### src/fst_defines.svh
/*
  constants of the frame-synchronous transfer utility: register map, field
  positions, command codes and timing figures.
  assumes: included by its bare name from every design file that needs it.
*/
`ifndef FST_DEFINES_SVH
`define FST_DEFINES_SVH

`define FST_A_DATA_A 4'h0
`define FST_A_RX_A 4'h2
`define FST_A_TX_A 4'h4
`define FST_A_CTRL 4'h6
`define FST_A_IRQ 4'h7
`define FST_A_STAT 4'h8
`define FST_A_MDATA 4'h9
`define FST_A_MADDR 4'hA
`define FST_A_MCMD 4'hB

`define FST_IFSEL 7
`define FST_SLOT 6:0
`define FST_EN_A 6
`define FST_EN_B 7
`define FST_TYPE_A 0
`define FST_TYPE_B 3
`define FST_IRQ_SIN 1
`define FST_IRQ_SOV 0
`define FST_ST_BUSY 7
`define FST_ST_WIN 0

`define FST_CMD_RD 7
`define FST_MOC_F 6:4
`define FST_MOC_CODE 3'h7
`define FST_MOC_DSEL 6:0
`define FST_MOC_DATA 7'h48
`define FST_CODE_F 3:0
`define FST_FLD_DATA 2'h1
`define FST_FLD_CODE 2'h2
`define FST_FLD_BOTH 2'h3

`define FST_CLK_MHZ 200
`define FST_FRAME_US 125
`define FST_RCL_KHZ 4096
`define FST_SLOT_RCL 16
`define FST_EXTRA_RCL 1

`endif

### src/fst_pkg.sv
/*
  types of the frame-synchronous transfer utility.
  assumes: nothing beyond a SystemVerilog compiler.
*/
package fst_pkg;

  // sequencer: open window, per-channel write/read, closed hold, command unit
  typedef enum logic [2:0] {
    st_open, st_txw, st_rxr, st_rxw, st_rxc, st_hold, st_maw, st_mac
  } fst_state_t;

endpackage : fst_pkg

### src/fst_tick_if.sv
/*
  frame and receive-clock timing strobes between the timer and the engine.
  assumes: both ends on ref_clk_i.
*/
`timescale 1ns/1ps

interface fst_tick_if;
  logic frame_start;
  logic rcl_tick;
  modport src (output frame_start, output rcl_tick);
  modport snk (input frame_start, input rcl_tick);
endinterface : fst_tick_if

### src/fst_rcl_timer.sv
/*
  frame timer: one-cycle frame start every FRAME_CYC clocks and a
  receive-clock enable every RCL_DIV clocks, realigned at each frame.
  assumes: synchronous active-high reset, one clock.
*/
`timescale 1ns/1ps

module fst_rcl_timer #(
  parameter int FRAME_CYC = 25000,
  parameter int RCL_DIV = 48
)
(
  input wire logic ref_clk_i,
  input wire logic reset_i,
  fst_tick_if.src tk
);
  localparam int FW = $clog2(FRAME_CYC);
  localparam int DW = $clog2(RCL_DIV) + 1;

  logic [FW-1:0] fcnt_q;
  logic [DW-1:0] dcnt_q;
  logic fs_q;
  logic rt_q;
  wire f_end = fcnt_q == FW'(FRAME_CYC - 1);
  wire d_end = dcnt_q == DW'(RCL_DIV - 1);

  // strobes sit at fixed frame points, whatever the slot positions
  always_ff @(posedge ref_clk_i)
  begin
    if (reset_i)
    begin
      fcnt_q <= '0;
      dcnt_q <= '0;
      fs_q <= 1'b0;
      rt_q <= 1'b0;
    end
    else
    begin
      fcnt_q <= f_end ? '0 : fcnt_q + FW'(1);
      dcnt_q <= (f_end || d_end) ? '0 : dcnt_q + DW'(1);
      fs_q <= f_end;
      rt_q <= d_end;
    end
  end

  assign tk.frame_start = fs_q;
  assign tk.rcl_tick = rt_q;
endmodule : fst_rcl_timer

### src/fst_subslot.sv
/*
  sub-slot mask: which bits of a time slot a channel exchanges.
  assumes: configurable-interface slots are always exchanged whole.
*/
`timescale 1ns/1ps

module fst_subslot (
  input wire logic [2:0] type_i,
  input wire logic cfi_i,
  output logic [7:0] mask_o
);
  // the configurable side has no sub-slots, so it always takes all bits
  always_comb
  begin
    mask_o = 8'h00;
    if (cfi_i)
      mask_o = 8'hFF;
    else
      unique case (type_i)
        3'h0: mask_o = 8'h00;
        3'h1: mask_o = 8'hFF;
        3'h2: mask_o = 8'h0F;
        3'h3: mask_o = 8'hF0;
        3'h4: mask_o = 8'h03;
        3'h5: mask_o = 8'h0C;
        3'h6: mask_o = 8'h30;
        3'h7: mask_o = 8'hC0;
      endcase
  end
endmodule : fst_subslot

### src/fst_top.sv
/*
  fst_top: two-channel frame-synchronous transfer engine, its register file
  and the memory-access command unit for processor channels.
  assumes: one 200 MHz clock; synchronous reset; register bus and memory port
  on that clock; mem_rdata_i valid in the cycle after mem_req_o is high.
*/
`timescale 1ns/1ps
`include "fst_defines.svh"

module fst_top
  import fst_pkg::*;
#(
  parameter int FRAME_CYC = `FST_FRAME_US * `FST_CLK_MHZ,
  parameter int RCL_DIV = (`FST_CLK_MHZ * 1000) / `FST_RCL_KHZ
)
(
  input wire logic ref_clk_i,
  input wire logic reset_i,
  input wire logic [3:0] addr_i,
  input wire logic [7:0] wdata_i,
  input wire logic wr_i,
  input wire logic rd_i,
  output logic [7:0] rdata_o,
  output logic window_open_o,
  output logic mem_req_o,
  output logic mem_we_o,
  output logic mem_cm_o,
  output logic [1:0] mem_fld_o,
  output logic [7:0] mem_addr_o,
  output logic [7:0] mem_wdata_o,
  output logic [7:0] mem_wmask_o,
  output logic [3:0] mem_wcode_o,
  input wire logic [7:0] mem_rdata_i
);
  localparam int NCH = 2;
  localparam int CLOSE_MAX = (`FST_EXTRA_RCL + NCH * `FST_SLOT_RCL) * RCL_DIV;

  if (RCL_DIV < 2 || FRAME_CYC < 2 * CLOSE_MAX)
  begin : g_bad_cfg
    $error("fst_top: frame too short for the closed window");
  end

  fst_tick_if tk ();

  fst_rcl_timer #(
    .FRAME_CYC(FRAME_CYC),
    .RCL_DIV(RCL_DIV)
  ) u_timer (
    .ref_clk_i(ref_clk_i),
    .reset_i(reset_i),
    .tk(tk)
  );

  fst_state_t state_q, state_d;
  logic [7:0] data_q [NCH];
  logic [7:0] rxa_q [NCH];
  logic [7:0] txa_q [NCH];
  logic [7:0] ctrl_q;
  logic [1:0] irq_q;
  logic win_q;
  logic ch_q, ch_d;
  logic [NCH-1:0] en_lat_q, en_lat_d;
  logic [NCH-1:0] pend_q;
  logic fs_pend_q;
  logic [5:0] rcl_cnt_q;
  logic busy_q;
  logic [7:0] ma_data_q;
  logic [7:0] ma_addr_q;
  logic [7:0] ma_cmd_q;
  logic [7:0] rdata_q;
  logic mreq_q, mwe_q, mcm_q;
  logic [1:0] mfld_q;
  logic [7:0] maddr_q, mwd_q, mmask_q;
  logic [3:0] mcode_q;
  logic mreq_d, mwe_d, mcm_d;
  logic [1:0] mfld_d;
  logic [7:0] maddr_d, mwd_d, mmask_d;
  logic [3:0] mcode_d;

  // control register fields
  logic [NCH-1:0] en, wr_dat, rd_dat, cap;
  logic [2:0] ctype [NCH];
  assign en[0] = ctrl_q[`FST_EN_A];
  assign en[1] = ctrl_q[`FST_EN_B];
  assign ctype[0] = ctrl_q[`FST_TYPE_A +: 3];
  assign ctype[1] = ctrl_q[`FST_TYPE_B +: 3];

  // sub-slot masks for the slot being written and the slot being read
  logic [7:0] tmask, rmask;
  fst_subslot u_tmask (
    .type_i(ctype[ch_q]),
    .cfi_i(txa_q[ch_q][`FST_IFSEL]),
    .mask_o(tmask)
  );
  fst_subslot u_rmask (
    .type_i(ctype[ch_q]),
    .cfi_i(rxa_q[ch_q][`FST_IFSEL]),
    .mask_o(rmask)
  );

  // frame events and hold target
  wire fs_any = tk.frame_start || fs_pend_q;
  wire go_close = state_q == st_open && fs_any && |en;
  wire [NCH-1:0] pend_now = pend_q & ~(wr_dat | rd_dat);
  wire sov_evt = go_close && |(pend_now & en);
  wire [5:0] close_tgt = 6'(`FST_EXTRA_RCL + `FST_SLOT_RCL *
    (int'(en_lat_q[0]) + int'(en_lat_q[1])));
  // reopen on the edge that counts the last tick, so the closed spell never runs past it
  wire [5:0] rcl_next = rcl_cnt_q + 6'(tk.rcl_tick);
  wire hold_done = state_q == st_hold && rcl_next >= close_tgt;
  wire open_evt = hold_done;
  wire ma_go = state_q == st_open && busy_q && !fs_any;
  wire rd_irq = rd_i && addr_i == `FST_A_IRQ;

  // command decode; anything but a code-field or data-field access is dropped
  wire ma_rd = ma_cmd_q[`FST_CMD_RD];
  wire ma_code = ma_cmd_q[`FST_MOC_F] == `FST_MOC_CODE;
  wire cmd_ok = wdata_i[`FST_MOC_F] == `FST_MOC_CODE ||
    wdata_i[`FST_MOC_DSEL] == `FST_MOC_DATA;
  wire cmd_wr = wr_i && addr_i == `FST_A_MCMD && !busy_q && cmd_ok;

  // per-channel data and address registers
  for (genvar g = 0; g < NCH; g++)
  begin : g_ch
    // data registers only count as accessed while the window is open
    assign wr_dat[g] = wr_i && win_q && addr_i == `FST_A_DATA_A + 4'(g);
    assign rd_dat[g] = rd_i && win_q && addr_i == `FST_A_DATA_A + 4'(g);
    assign cap[g] = state_q == st_rxc && ch_q == 1'(g);

    // bit 7 is the serial bit first on the line unwritten value is resent
    always_ff @(posedge ref_clk_i)
    begin
      if (reset_i)
        data_q[g] <= 8'h00;
      else if (cap[g])
        data_q[g] <= (data_q[g] & ~rmask) | (mem_rdata_i & rmask);
      else if (wr_dat[g])
        data_q[g] <= wdata_i;
    end

    always_ff @(posedge ref_clk_i)
    begin
      if (reset_i)
      begin
        rxa_q[g] <= 8'h00;
        txa_q[g] <= 8'h00;
      end
      else if (wr_i && addr_i == `FST_A_RX_A + 4'(g))
        rxa_q[g] <= wdata_i;
      else if (wr_i && addr_i == `FST_A_TX_A + 4'(g))
        txa_q[g] <= wdata_i;
    end
  end

  // sequencer: close, write then read each enabled channel, hold, reopen
  always_comb
  begin
    state_d = state_q;
    ch_d = ch_q;
    en_lat_d = en_lat_q;
    unique case (state_q)
      st_open:
        if (go_close)
        begin
          state_d = st_txw;
          en_lat_d = en;
          ch_d = !en[0];
        end
        else if (ma_go)
          state_d = st_maw;
      st_txw: state_d = st_rxr;
      st_rxr: state_d = st_rxw;
      st_rxw: state_d = st_rxc;
      st_rxc:
        if (!ch_q && en_lat_q[1])
        begin
          ch_d = 1'b1;
          state_d = st_txw;
        end
        else
          state_d = st_hold;
      st_hold:
        if (hold_done)
          state_d = st_open;
      st_maw: state_d = st_mac;
      st_mac: state_d = st_open;
    endcase
  end

  always_ff @(posedge ref_clk_i)
  begin
    if (reset_i)
    begin
      state_q <= st_open;
      ch_q <= 1'b0;
      en_lat_q <= '0;
    end
    else
    begin
      state_q <= state_d;
      ch_q <= ch_d;
      en_lat_q <= en_lat_d;
    end
  end

  // memory request; a write replaces the masked bits of whatever idle value sat there
  always_comb
  begin
    mreq_d = 1'b0;
    mwe_d = 1'b0;
    mcm_d = 1'b0;
    mfld_d = `FST_FLD_DATA;
    maddr_d = 8'h00;
    mwd_d = 8'h00;
    mmask_d = 8'h00;
    mcode_d = 4'h0;
    if (state_q == st_txw)
    begin
      mreq_d = 1'b1;
      mwe_d = 1'b1;
      mcm_d = txa_q[ch_q][`FST_IFSEL];
      maddr_d = {1'b0, txa_q[ch_q][`FST_SLOT]};
      mwd_d = data_q[ch_q];
      mmask_d = tmask;
    end
    else if (state_q == st_rxr)
    begin
      mreq_d = 1'b1;
      mcm_d = rxa_q[ch_q][`FST_IFSEL];
      maddr_d = {1'b0, rxa_q[ch_q][`FST_SLOT]};
      mmask_d = rmask;
    end
    else if (ma_go)
    begin
      // a code write stores code and data together in one access
      mreq_d = 1'b1;
      mwe_d = !ma_rd;
      mcm_d = 1'b1;
      mfld_d = ma_code ? (ma_rd ? `FST_FLD_CODE : `FST_FLD_BOTH) : `FST_FLD_DATA;
      maddr_d = ma_addr_q;
      mwd_d = ma_data_q;
      mmask_d = 8'hFF;
      mcode_d = ma_cmd_q[`FST_CODE_F];
    end
  end

  always_ff @(posedge ref_clk_i)
  begin
    if (reset_i)
    begin
      {mreq_q, mwe_q, mcm_q, mfld_q} <= '0;
      {maddr_q, mwd_q, mmask_q, mcode_q} <= '0;
    end
    else
    begin
      {mreq_q, mwe_q, mcm_q, mfld_q} <= {mreq_d, mwe_d, mcm_d, mfld_d};
      {maddr_q, mwd_q, mmask_q, mcode_q} <= {maddr_d, mwd_d, mmask_d, mcode_d};
    end
  end

  // window, overrun arming, frame-start catch and closed-time count
  always_ff @(posedge ref_clk_i)
  begin
    if (reset_i)
    begin
      win_q <= 1'b1;
      pend_q <= '0;
      fs_pend_q <= 1'b0;
      rcl_cnt_q <= 6'h00;
    end
    else
    begin
      win_q <= go_close ? 1'b0 : (open_evt ? 1'b1 : win_q);
      pend_q <= open_evt ? en_lat_q : (go_close ? '0 : pend_now);
      fs_pend_q <= state_q != st_open && (fs_pend_q || tk.frame_start);
      if (go_close)
        rcl_cnt_q <= 6'h00;
      else if (tk.rcl_tick && rcl_cnt_q != 6'h3F)
        rcl_cnt_q <= rcl_cnt_q + 6'h01;
    end
  end

  // status flags: an event in the clearing read's cycle survives it
  always_ff @(posedge ref_clk_i)
  begin
    if (reset_i)
      irq_q <= 2'h0;
    else
    begin
      irq_q[`FST_IRQ_SIN] <= open_evt || (irq_q[`FST_IRQ_SIN] && !rd_irq);
      irq_q[`FST_IRQ_SOV] <= sov_evt || (irq_q[`FST_IRQ_SOV] && !rd_irq);
    end
  end

  // control register
  always_ff @(posedge ref_clk_i)
  begin
    if (reset_i)
      ctrl_q <= 8'h00;
    else if (wr_i && addr_i == `FST_A_CTRL)
      ctrl_q <= wdata_i;
  end

  // command unit; parameter registers are frozen while a command is busy
  always_ff @(posedge ref_clk_i)
  begin
    if (reset_i)
    begin
      busy_q <= 1'b0;
      ma_cmd_q <= 8'h00;
      ma_addr_q <= 8'h00;
    end
    else
    begin
      busy_q <= cmd_wr || (busy_q && state_q != st_mac);
      if (cmd_wr)
        ma_cmd_q <= wdata_i;
      if (wr_i && addr_i == `FST_A_MADDR && !busy_q)
        ma_addr_q <= wdata_i;
    end
  end

  // command data: code read lands in the low nibble; no status event
  always_ff @(posedge ref_clk_i)
  begin
    if (reset_i)
      ma_data_q <= 8'h00;
    else if (state_q == st_mac && ma_rd)
      ma_data_q <= ma_code ? {4'h0, mem_rdata_i[`FST_CODE_F]} : mem_rdata_i;
    else if (wr_i && addr_i == `FST_A_MDATA && !busy_q)
      ma_data_q <= wdata_i;
  end

  // read selection; unmapped addresses read zero
  wire [7:0] stat_v = ({7'h00, busy_q} << `FST_ST_BUSY) | ({7'h00, win_q} << `FST_ST_WIN);
  wire [7:0] rd_mux =
    addr_i == `FST_A_DATA_A ? data_q[0] :
    addr_i == `FST_A_DATA_A + 4'h1 ? data_q[1] :
    addr_i == `FST_A_RX_A ? rxa_q[0] :
    addr_i == `FST_A_RX_A + 4'h1 ? rxa_q[1] :
    addr_i == `FST_A_TX_A ? txa_q[0] :
    addr_i == `FST_A_TX_A + 4'h1 ? txa_q[1] :
    addr_i == `FST_A_CTRL ? ctrl_q :
    addr_i == `FST_A_IRQ ? {6'h00, irq_q} :
    addr_i == `FST_A_STAT ? stat_v :
    addr_i == `FST_A_MDATA ? ma_data_q :
    addr_i == `FST_A_MADDR ? ma_addr_q :
    addr_i == `FST_A_MCMD ? ma_cmd_q : 8'h00;

  // read data stands only in the cycle after the strobe
  always_ff @(posedge ref_clk_i)
  begin
    if (reset_i)
      rdata_q <= 8'h00;
    else
      rdata_q <= rd_i ? rd_mux : 8'h00;
  end

  assign rdata_o = rdata_q;
  assign window_open_o = win_q;
  assign mem_req_o = mreq_q;
  assign mem_we_o = mwe_q;
  assign mem_cm_o = mcm_q;
  assign mem_fld_o = mfld_q;
  assign mem_addr_o = maddr_q;
  assign mem_wdata_o = mwd_q;
  assign mem_wmask_o = mmask_q;
  assign mem_wcode_o = mcode_q;

  // helper counters watched only by the checks below
  logic [31:0] cl_cnt_q;
  logic [31:0] fr_cnt_q;
  logic fr_seen_q;
  always_ff @(posedge ref_clk_i)
  begin
    if (reset_i)
    begin
      cl_cnt_q <= 32'h0000_0000;
      fr_cnt_q <= 32'h0000_0000;
      fr_seen_q <= 1'b0;
    end
    else
    begin
      cl_cnt_q <= win_q ? 32'h0000_0000 : cl_cnt_q + 32'h0000_0001;
      fr_cnt_q <= tk.frame_start ? 32'h0000_0000 : fr_cnt_q + 32'h0000_0001;
      fr_seen_q <= fr_seen_q || tk.frame_start;
    end
  end

  property p_sov_first;
    @(posedge ref_clk_i) disable iff (reset_i)
      go_close && |(pend_now & en) |=> irq_q[`FST_IRQ_SOV] && !mem_req_o;
  endproperty
  a_sov_first: assert property (p_sov_first)
    else $error("overrun not flagged ahead of the transfers");

  property p_closed_len;
    @(posedge ref_clk_i) disable iff (reset_i)
      !win_q |-> cl_cnt_q < 32'(CLOSE_MAX);
  endproperty
  a_closed_len: assert property (p_closed_len)
    else $error("access window closed too long");

  property p_sin_needs_en;
    @(posedge ref_clk_i) disable iff (reset_i)
      $rose(irq_q[`FST_IRQ_SIN]) |-> |en_lat_q && $rose(win_q);
  endproperty
  a_sin_needs_en: assert property (p_sin_needs_en)
    else $error("window-open flag without an enabled channel or opening");

  property p_irq_clear;
    @(posedge ref_clk_i) disable iff (reset_i)
      rd_irq && !open_evt && !sov_evt |=> irq_q == 2'h0;
  endproperty
  a_irq_clear: assert property (p_irq_clear)
    else $error("status read did not clear the flags");

  property p_frame_period;
    @(posedge ref_clk_i) disable iff (reset_i)
      tk.frame_start && fr_seen_q |-> fr_cnt_q == 32'(FRAME_CYC - 1);
  endproperty
  a_frame_period: assert property (p_frame_period)
    else $error("frame period wrong");

  property p_data_cause;
    @(posedge ref_clk_i) disable iff (reset_i)
      ##1 $changed(data_q[0]) |-> $past(wr_dat[0]) || $past(cap[0]);
  endproperty
  a_data_cause: assert property (p_data_cause)
    else $error("data register changed without a cause");

  property p_closed_no_write;
    @(posedge ref_clk_i) disable iff (reset_i)
      !win_q && wr_i && addr_i == `FST_A_DATA_A && state_q == st_hold |=> $stable(data_q[0]);
  endproperty
  a_closed_no_write: assert property (p_closed_no_write)
    else $error("data register written while window closed");

  property p_only_enabled;
    @(posedge ref_clk_i) disable iff (reset_i)
      state_q == st_txw |-> en_lat_q[ch_q] ##1 mem_req_o && mem_we_o;
  endproperty
  a_only_enabled: assert property (p_only_enabled)
    else $error("transfer for a disabled channel");

  property p_write_then_read;
    @(posedge ref_clk_i) disable iff (reset_i)
      state_q == st_txw |-> ##2 mem_req_o && !mem_we_o ##1 state_q == st_rxc;
  endproperty
  a_write_then_read: assert property (p_write_then_read)
    else $error("write-then-read order broken");
endmodule : fst_top

### config.mk
export PLATFORM = sky130hd
export DESIGN_NAME = fst_top
export DESIGN_NICKNAME = d
export VERILOG_FILES = /design/src/fst_pkg.sv /design/src/fst_tick_if.sv /design/src/fst_rcl_timer.sv /design/src/fst_subslot.sv /design/src/fst_top.sv
export VERILOG_INCLUDE_DIRS = /design/src
export SDC_FILE = /design/constraint.sdc
export NUM_CORES = 1
export LEC_CHECK = 0
export BUFFER_PORTS_ARGS = -buffer_cell sky130_fd_sc_hd__buf_2
export CAP_MARGIN = 20
export CORE_MARGIN = 2
export CORE_UTILIZATION = 50
export CTS_BUF_LIST = sky130_fd_sc_hd__clkbuf_4
export DETAILED_ROUTE_END_ITERATION = 16
export GPL_TIMING_DRIVEN = 0
export PLACE_DENSITY_LB_ADDON = 0.12
export SYNTH_ARGS = -nofsm -noshare
export SYNTH_HDL_FRONTEND = slang
export SYNTH_HIERARCHICAL = 1
export SYNTH_SLANG_ARGS = --single-unit
### constraint.sdc
create_clock -name ref_clk_i -period 1.85 [get_ports ref_clk_i]
set_input_delay 0.0925 -clock ref_clk_i [delete_from_list [all_inputs] [get_ports ref_clk_i]]
set_output_delay 0.0925 -clock ref_clk_i [all_outputs]
set_load 0.01 [all_outputs]
=== Word-level counts from Yosys, hierarchy flattened ===
Memories as Yosys holds them, arrays and structs flattened. A register that Yosys moved wholly into a read port is not among the register bits.
Cells that the tools add are included.

* Add/sub/neg operators: 6
* $lt $le $gt $ge: 2
* Equal/unequal tests: 29
* Multiplexer cells: 98
* Bitwise gates (word level): 24
* Reductions and logical operators: 63

{| class="wikitable"
|+ Operator list
! operator !! number
|-
| two-way mux 8 bit || 31
|-
| two-way mux 1 bit || 53
|-
| logical AND 1 bit || 34
|-
| AND 8 bit || 3
|-
| case mux 3 bit (8 select lines) || 1
|-
| two-way mux 3 bit || 7
|-
| two-way mux 7 bit || 3
|-
| equality test 3 bit, second input constant || 6
|-
| equality test 4 x 3 -> 1 bit, second input constant || 4
|-
| equality test 4 bit, second input constant || 4
|-
| OR 8 bit || 2
|-
| adder 15 x 1 -> 15 bit, second input constant || 1
|-
| equality test 15 bit, second input constant || 1
|-
| OR reduction 2 bit || 6
|-
| equality test 4 x 2 -> 1 bit, second input constant || 2
|-
| inverter 8 bit || 1
|-
| OR 1 bit || 8
|-
| OR 8 x 1 -> 8 bit || 1
|-
| adder 7 x 1 -> 7 bit, second input constant || 1
|-
| equality test 7 x 6 -> 1 bit, second input constant || 1
|-
| equality test 7 bit, second input constant || 1
|-
| adder 1 x 6 -> 6 bit, first input constant || 1
|-
| adder 6 x 1 -> 6 bit || 1
|-
| adder 6 x 1 -> 6 bit, second input constant || 1
|-
| 27 further kinds || 48
|}

* Bits in registers: 116
* Bits in writable memories: 48
* ROM bits: 128
* Output and inout bits: 42
* Word-level logic and storage cells: 255
* Memories kept: 5

{| class="wikitable"
|+ Memories
! name !! words !! bits a word !! read ports !! clocked after Yosys merged registers in !! wr ports !! RTL line !! source
|-
| (no name shown) || 8 || 8 || 1 || 0 || 0 || fst_subslot.sv:19 || <nowiki>unique case (type_i)</nowiki>
|-
| (no name shown) || 8 || 8 || 1 || 0 || 0 || fst_subslot.sv:19 ||
|-
| data_q || 2 || 8 || 3 || 1 || 2 || fst_top.sv:55 || <nowiki>logic [7:0] data_q [NCH];</nowiki>
|-
| rxa_q || 2 || 8 || 3 || 1 || 2 || fst_top.sv:56 || <nowiki>logic [7:0] rxa_q [NCH];</nowiki>
|-
| txa_q || 2 || 8 || 3 || 1 || 2 || fst_top.sv:57 || <nowiki>logic [7:0] txa_q [NCH];</nowiki>
|}

=== Logic depth before layout (Yosys ltp) ===
* Depth in word-level cells: 13
* Depth in mapped cells: 9

=== By module ===
The synthesis kept the hierarchy.

{| class="wikitable"
|+ Modules (own cells, without submodules)
! module !! times used !! cells an instance !! area each (um^2) !! seq. area each (um^2)
|-
| fst_top || 1 || 723 || 7074.3 || 3303.2
|-
| fst_rcl_timer || 1 || 108 || 1063.5 || 480.5
|-
| fst_subslot || 2 || 20 || 145.1 || 0.0
|}

=== Worst setup path before layout ===
Ideal clock, no wire load.

* Path type: register -> register
* From: reg rcl_cnt_q[2]
* To: reg pend_q[1]
* Arrival time: 2004 ps
* Required time: 1776 ps
* Path slack: -228 ps
* Cell stages (with the launch flop): 10
* Cell sequence: dfxtp_1 -> clkbuf_1 -> and3_1 -> and3_1 -> xor2_1 -> ha_1 -> a21oi_1 -> o2111ai_1 -> a211o_1 -> o21ai_0

* Cells in the longest elaborated chain, start to end: 4

{| class="wikitable"
|+ RTL lines
! what !! RTL line !! source
|-
| start: declaration || fst_top.sv:65 || <nowiki>logic [5:0] rcl_cnt_q;</nowiki>
|-
| start signal: assignment || fst_top.sv:279 || <nowiki>rcl_cnt_q <= rcl_cnt_q + 6'h01;</nowiki>
|-
| adder 6 x 1 -> 6 bit || fst_top.sv:109 || <nowiki>wire [5:0] rcl_next = rcl_cnt_q + 6'(tk.rcl_tick);</nowiki>
|-
| >= comparator 6 bit || fst_top.sv:110 || <nowiki>wire hold_done = state_q == st_hold && rcl_next >= close_tgt;</nowiki>
|-
| logical AND 1 bit || fst_top.sv:110 ||
|-
| two-way mux 2 bit || fst_top.sv:274 || <nowiki>pend_q <= open_evt ? en_lat_q : (go_close ? '0 : pend_now);</nowiki>
|-
| end signal: assignment || fst_top.sv:274 ||
|-
| end: declaration || fst_top.sv:63 || <nowiki>logic [NCH-1:0] pend_q;</nowiki>
|}

No other way between the ends.
A chain may end at the register's enable or synchronous reset.

==> run_results.csv <==
group,metric,value,unit
run_status,run_status,"finished, violations left",
run_status,failed_checks,"setup timing",
sta,fmax,468,MHz
finish,layout_commonest_cell,"sky130_fd_sc_hd__dfxtp_1",
logic_synthesis,mappedNetlistNets,911,
clock_network,clock_path_buffers,2,
finish,layout.cells.most_common_list,"107 x sky130_fd_sc_hd__dfxtp_1, 68 x sky130_fd_sc_hd__nor2_1, 67 x sky130_fd_sc_hd__buf_2, 58 x sky130_fd_sc_hd__nand2_1, 57 x sky130_fd_sc_hd__mux2i_1",
sta,post-route-worst-setup-slack,-0.288,ns
grt,gr-max-usage-layer,"met2",
worst_hold_path,hold_start,"wdata_i[2]",
logic_synthesis,ys_dominant_reg_cell,"sky130_fd_sc_hd__dfxtp_1",
finish,drive_gt1_frac,0.247,
clock_network,cts_buffers,17,
logic_synthesis,syn-instance-count,871,
worst_hold_path,hold_path_end,"ma_cmd_q[0]",
critical_path,worst_setup_path_end_kind,"flip-flop",
route,detail_route.iter0.violations,702,
worst_hold_path,hold_path_class,"primary input to flip-flop",
place,place_hpwl,18900,um
floorplan,chipHeight,134,um
clock_network,clock_tree_root,"sky130_fd_sc_hd__clkbuf_4",
route,drt_wl_total,27100,um
route,drt-pass1-iter-count,7,
critical_path,critPathMaxFanout,6,
route,route.antenna.remaining_nets,0,
sta,final_worst_clock_skew,0.0201,ns
power_and_ir_drop,pwr_density_cell,772,nW/um^2
place,cell_area_after_placement,9100,um^2
sta,slew_viol_final,0,
floorplan,core,16500,um^2
clock_network,clk_transition_reported_paths,0.14,ns
finish,stdcell_area,10100,um^2
route,vias_per_cell,6.05,
critical_path,rr_worst_depth,8,
clock_network,clk_latency,0.61,ns
logic_synthesis,asyncSetResetFlopFracSynth,0,
floorplan,fp.dieArea,17900,um^2
logic_synthesis,synth_enable_flop_cells,48,
logic_synthesis,mappedNetlistArea,8430,um^2
floorplan,placement_rows,47,
grt,globalRouteMet1Util,0.403,
finish,finalNonFillerCells,1229,
grt,vias_in_the_first_global_route,6954,
floorplan,chipWidth,134,um
sta,layout_min_cycle_time,2.14,ns
route,drt_drc_violations_left,0,
finish,finish.net_count,1035,
grt,met2_usage,0.479,
finish,area_growth_syn_to_layout,20.3,%
sta,period_share,1.16,
critical_path,arrival,2.45,ns
logic_synthesis,synth_sequential_area_ratio,0.449,
clock_network,cts_tree,"yes",
logic_synthesis,post_synth.cell_area_avg,9.68,um^2
critical_path,rr_endpoint,"data_q[1][7]",
critical_path,setup.worst_path.start_class,"flip-flop",
logic_synthesis,synth.ff_latch_count,165,
floorplan,initial_core_utilization,0.510,
grt,grt_start_max_net_pins,17,
grt,groute.usage.overall,0.297,
grt,grt_antenna_before_repair,1,
clock_network,tritoncts_num_sinks,165,
power_and_ir_drop,power.ir.vdd_worst,0.545,mV
sta,rsz0062_at_grt,"true",
logic_synthesis,yosysWarnings,6,
clock_network,maximum_level_of_the_cts_h_tree,4,
place,finalWeightedCongestion,0.976,
floorplan,ios,66,
critical_path,setup.worst_path.class,"flip-flop to flip-flop",
sta,worstMarginPinSlew,1.03,ns
worst_hold_path,min_delay_path_depth,5,
sta,timing.final.setup_violations,28,
route,vias,7433,
route,route.detailed.wl_per_inst,22.0,um
sta,timing.setup.tns,-3.03,ns
grt,overflow,0,
logic_synthesis,synth_cell_types,74,
place,port_buffers,62,
run,cap_violations,0,
sta,final-hold-violation-count,0,
critical_path,critical_path.reg2reg.startpoint,"ch_q",
power_and_ir_drop,leakage_power,3.74,nW
critical_path,cp.required,2.17,ns
grt,m3_gr_usage,0.0533,
place,placed_cells,1154,
grt,grt_pass1_wl,40100,um
critical_path,ff2ff_setup_slack,-0.29,ns
sta,maxSlewHeadroom,0.311,
[registers in the layout, summed over array words and instances, names as in the netlist, 2 cells and up, named ones only]
signal and count:
ctrl_q 8, txa_q 16, data_q 16, rdata_o 8, mem_wcode_o 4, mem_wdata_o 8, ma_cmd_q 8, pend_q 2
mem_wmask_o 8, irq_q 2, u_timer/dcnt_q 7, mem_addr_o 8, rcl_cnt_q 6, state_q 3, en_lat_q 2, ma_data_q 8
mem_fld_o 2, u_timer/fcnt_q 15, ma_addr_q 8, rxa_q 16
[worst max path at each step]
stage,start,end,slack (ns),depth (start not counted)
3_3_place_gp,addr_i[1],data_q[0][6],-0.62,5
6_report,ch_q,data_q[1][7],-0.29,8
2_1_floorplan,rcl_cnt_q[2],state_q[0],-0.06,9
5_1_grt,ch_q,data_q[1][7],-0.34,8
4_1_cts,ch_q,data_q[1][0],-0.13,8
3_5_place_dp,addr_i[1],data_q[0][4],-0.62,5
[cells in the mapped netlist, types with 3 or more instances]
cell                        instances  area (um^2)
sky130_fd_sc_hd__nor3b_1            3         22.5
sky130_fd_sc_hd__nor4_2             6         75.1
sky130_fd_sc_hd__nand3b_1          10         75.1
sky130_fd_sc_hd__o21bai_1           3         22.5
sky130_fd_sc_hd__a31o_2             4         35.0
sky130_fd_sc_hd__a221oi_1          10         87.6
sky130_fd_sc_hd__nand4_1            5         31.3
sky130_fd_sc_hd__a2bb2oi_1         11         96.3
sky130_fd_sc_hd__o22ai_1            3         18.8
sky130_fd_sc_hd__and2_1            46          288
sky130_fd_sc_hd__clkbuf_1          47          176
sky130_fd_sc_hd__o221ai_1           7         61.3
sky130_fd_sc_hd__or3_1              5         31.3
sky130_fd_sc_hd__o211a_1            5         50.1
sky130_fd_sc_hd__a31oi_1            8         50.1
sky130_fd_sc_hd__nand2b_1          11         68.8
sky130_fd_sc_hd__inv_1             18         67.6
sky130_fd_sc_hd__nor3_1             8         40.0
sky130_fd_sc_hd__nor2b_1           14         87.6
sky130_fd_sc_hd__o2111ai_1          4         35.0
sky130_fd_sc_hd__a22oi_1            5         37.5
sky130_fd_sc_hd__buf_4              9         67.6
sky130_fd_sc_hd__xnor2_1           16          140
sky130_fd_sc_hd__nand2_1           60          225
sky130_fd_sc_hd__o22a_1             7         61.3
sky130_fd_sc_hd__nor2_2             4         25.0
sky130_fd_sc_hd__o21a_1             5         37.5
sky130_fd_sc_hd__buf_1              3         11.3
sky130_fd_sc_hd__mux2_2             9          101
sky130_fd_sc_hd__a211oi_2           8          100
sky130_fd_sc_hd__xor2_1             9         78.8
sky130_fd_sc_hd__mux2i_1           59          591
sky130_fd_sc_hd__a311oi_1           9         78.8
sky130_fd_sc_hd__a211o_1            3         26.3
sky130_fd_sc_hd__o2bb2ai_1          8         70.1
sky130_fd_sc_hd__and3_1            11         68.8
sky130_fd_sc_hd__o21ai_0           41          205
sky130_fd_sc_hd__nand3_1           39          195
sky130_fd_sc_hd__buf_2              5         25.0
sky130_fd_sc_hd__nor2_1            72          270
sky130_fd_sc_hd__edfxtp_1          48         1440
sky130_fd_sc_hd__ha_1              16          200
sky130_fd_sc_hd__dfxtp_1          117         2340
sky130_fd_sc_hd__a21oi_1           40          200
[worst max-delay path, cell delays in order (launching register included)]
cell                       delay, ns
sky130_fd_sc_hd__dfxtp_4        0.41
sky130_fd_sc_hd__mux2_4         0.38
sky130_fd_sc_hd__buf_6          0.14
sky130_fd_sc_hd__ha_4           0.14
sky130_fd_sc_hd__nand2_1        0.06
sky130_fd_sc_hd__nand3b_1       0.16
sky130_fd_sc_hd__buf_6          0.18
sky130_fd_sc_hd__mux2i_1        0.25
sky130_fd_sc_hd__a211oi_2       0.14
[cells by family (layout without fill, tap and decap cells)]
| family | after synthesis | in the layout | synth area share |
|---|---|---|---|
| buffers and inverters | 84 | 220 | 0.0439 |
| flip-flops | 165 | 165 | 0.449 |
| multiplexers | 69 | 70 | 0.0848 |
| adder cells (fa/ha/maj) | 16 | 16 | 0.0238 |
| AO/OA/AOI/OAI | 198 | 198 | 0.170 |
| other | 0 | 1 | 0 |
| AND/OR/NAND/NOR | 314 | 314 | 0.203 |
| XOR/XNOR | 25 | 25 | 0.0260 |
[per-layer routing]
| metal | vias to the layer above | routed length, um |
|---|---|---|
| met5 | - | 0 |
| met4 | 0 | 846 |
| met3 | 65 | 2130 |
| met2 | 338 | 12700 |
| met1 | 3603 | 11400 |
| li1 | 3427 | - |
[through the flow]
step,hold WS (ns),setup slack (ns),power (mW),util
2_1_floorplan,0.165,-0.0644,4.95,-
3_3_place_gp,0.426,-0.623,5.42,0.551
3_5_place_dp,0.426,-0.620,5.43,0.551
4_1_cts,-0.0179,-0.127,7.71,0.595
5_1_grt,0.0323,-0.336,8.12,0.614
6_report,0.0371,-0.288,7.83,0.614
[repair_timing]
item | in CTS | in global routing
pin swaps | 19 | 17
setup buffers | 20 | 9
endpoints found under the hold margin | 32 | 1
resized for setup | 52 | 53
setup endpoints to repair | 68 | 64
cloned | 0 | 1
hold buffers | 14 | 1
[area by class of cell]
class / instances / area (um^2)
inverters: 18 / 77.6
multi-input cells: 623 / 4620
flip-flops and latches: 165 / 3810
repair buffers: 108 / 729
well taps: 220 / 275
fillers: 1438 / 6380
clock inverters: 13 / 150
diodes: 1 / 2.50
clock buffers: 19 / 143
plain buffers: 62 / 335
[power by group]
part | internal, mW | switching, mW | total, mW
clock | 0.856 | 1.38 | 2.24
combinational | 0.596 | 0.926 | 1.52
sequential | 3.92 | 0.144 | 4.07
Power figures use the tool's default switching activity.
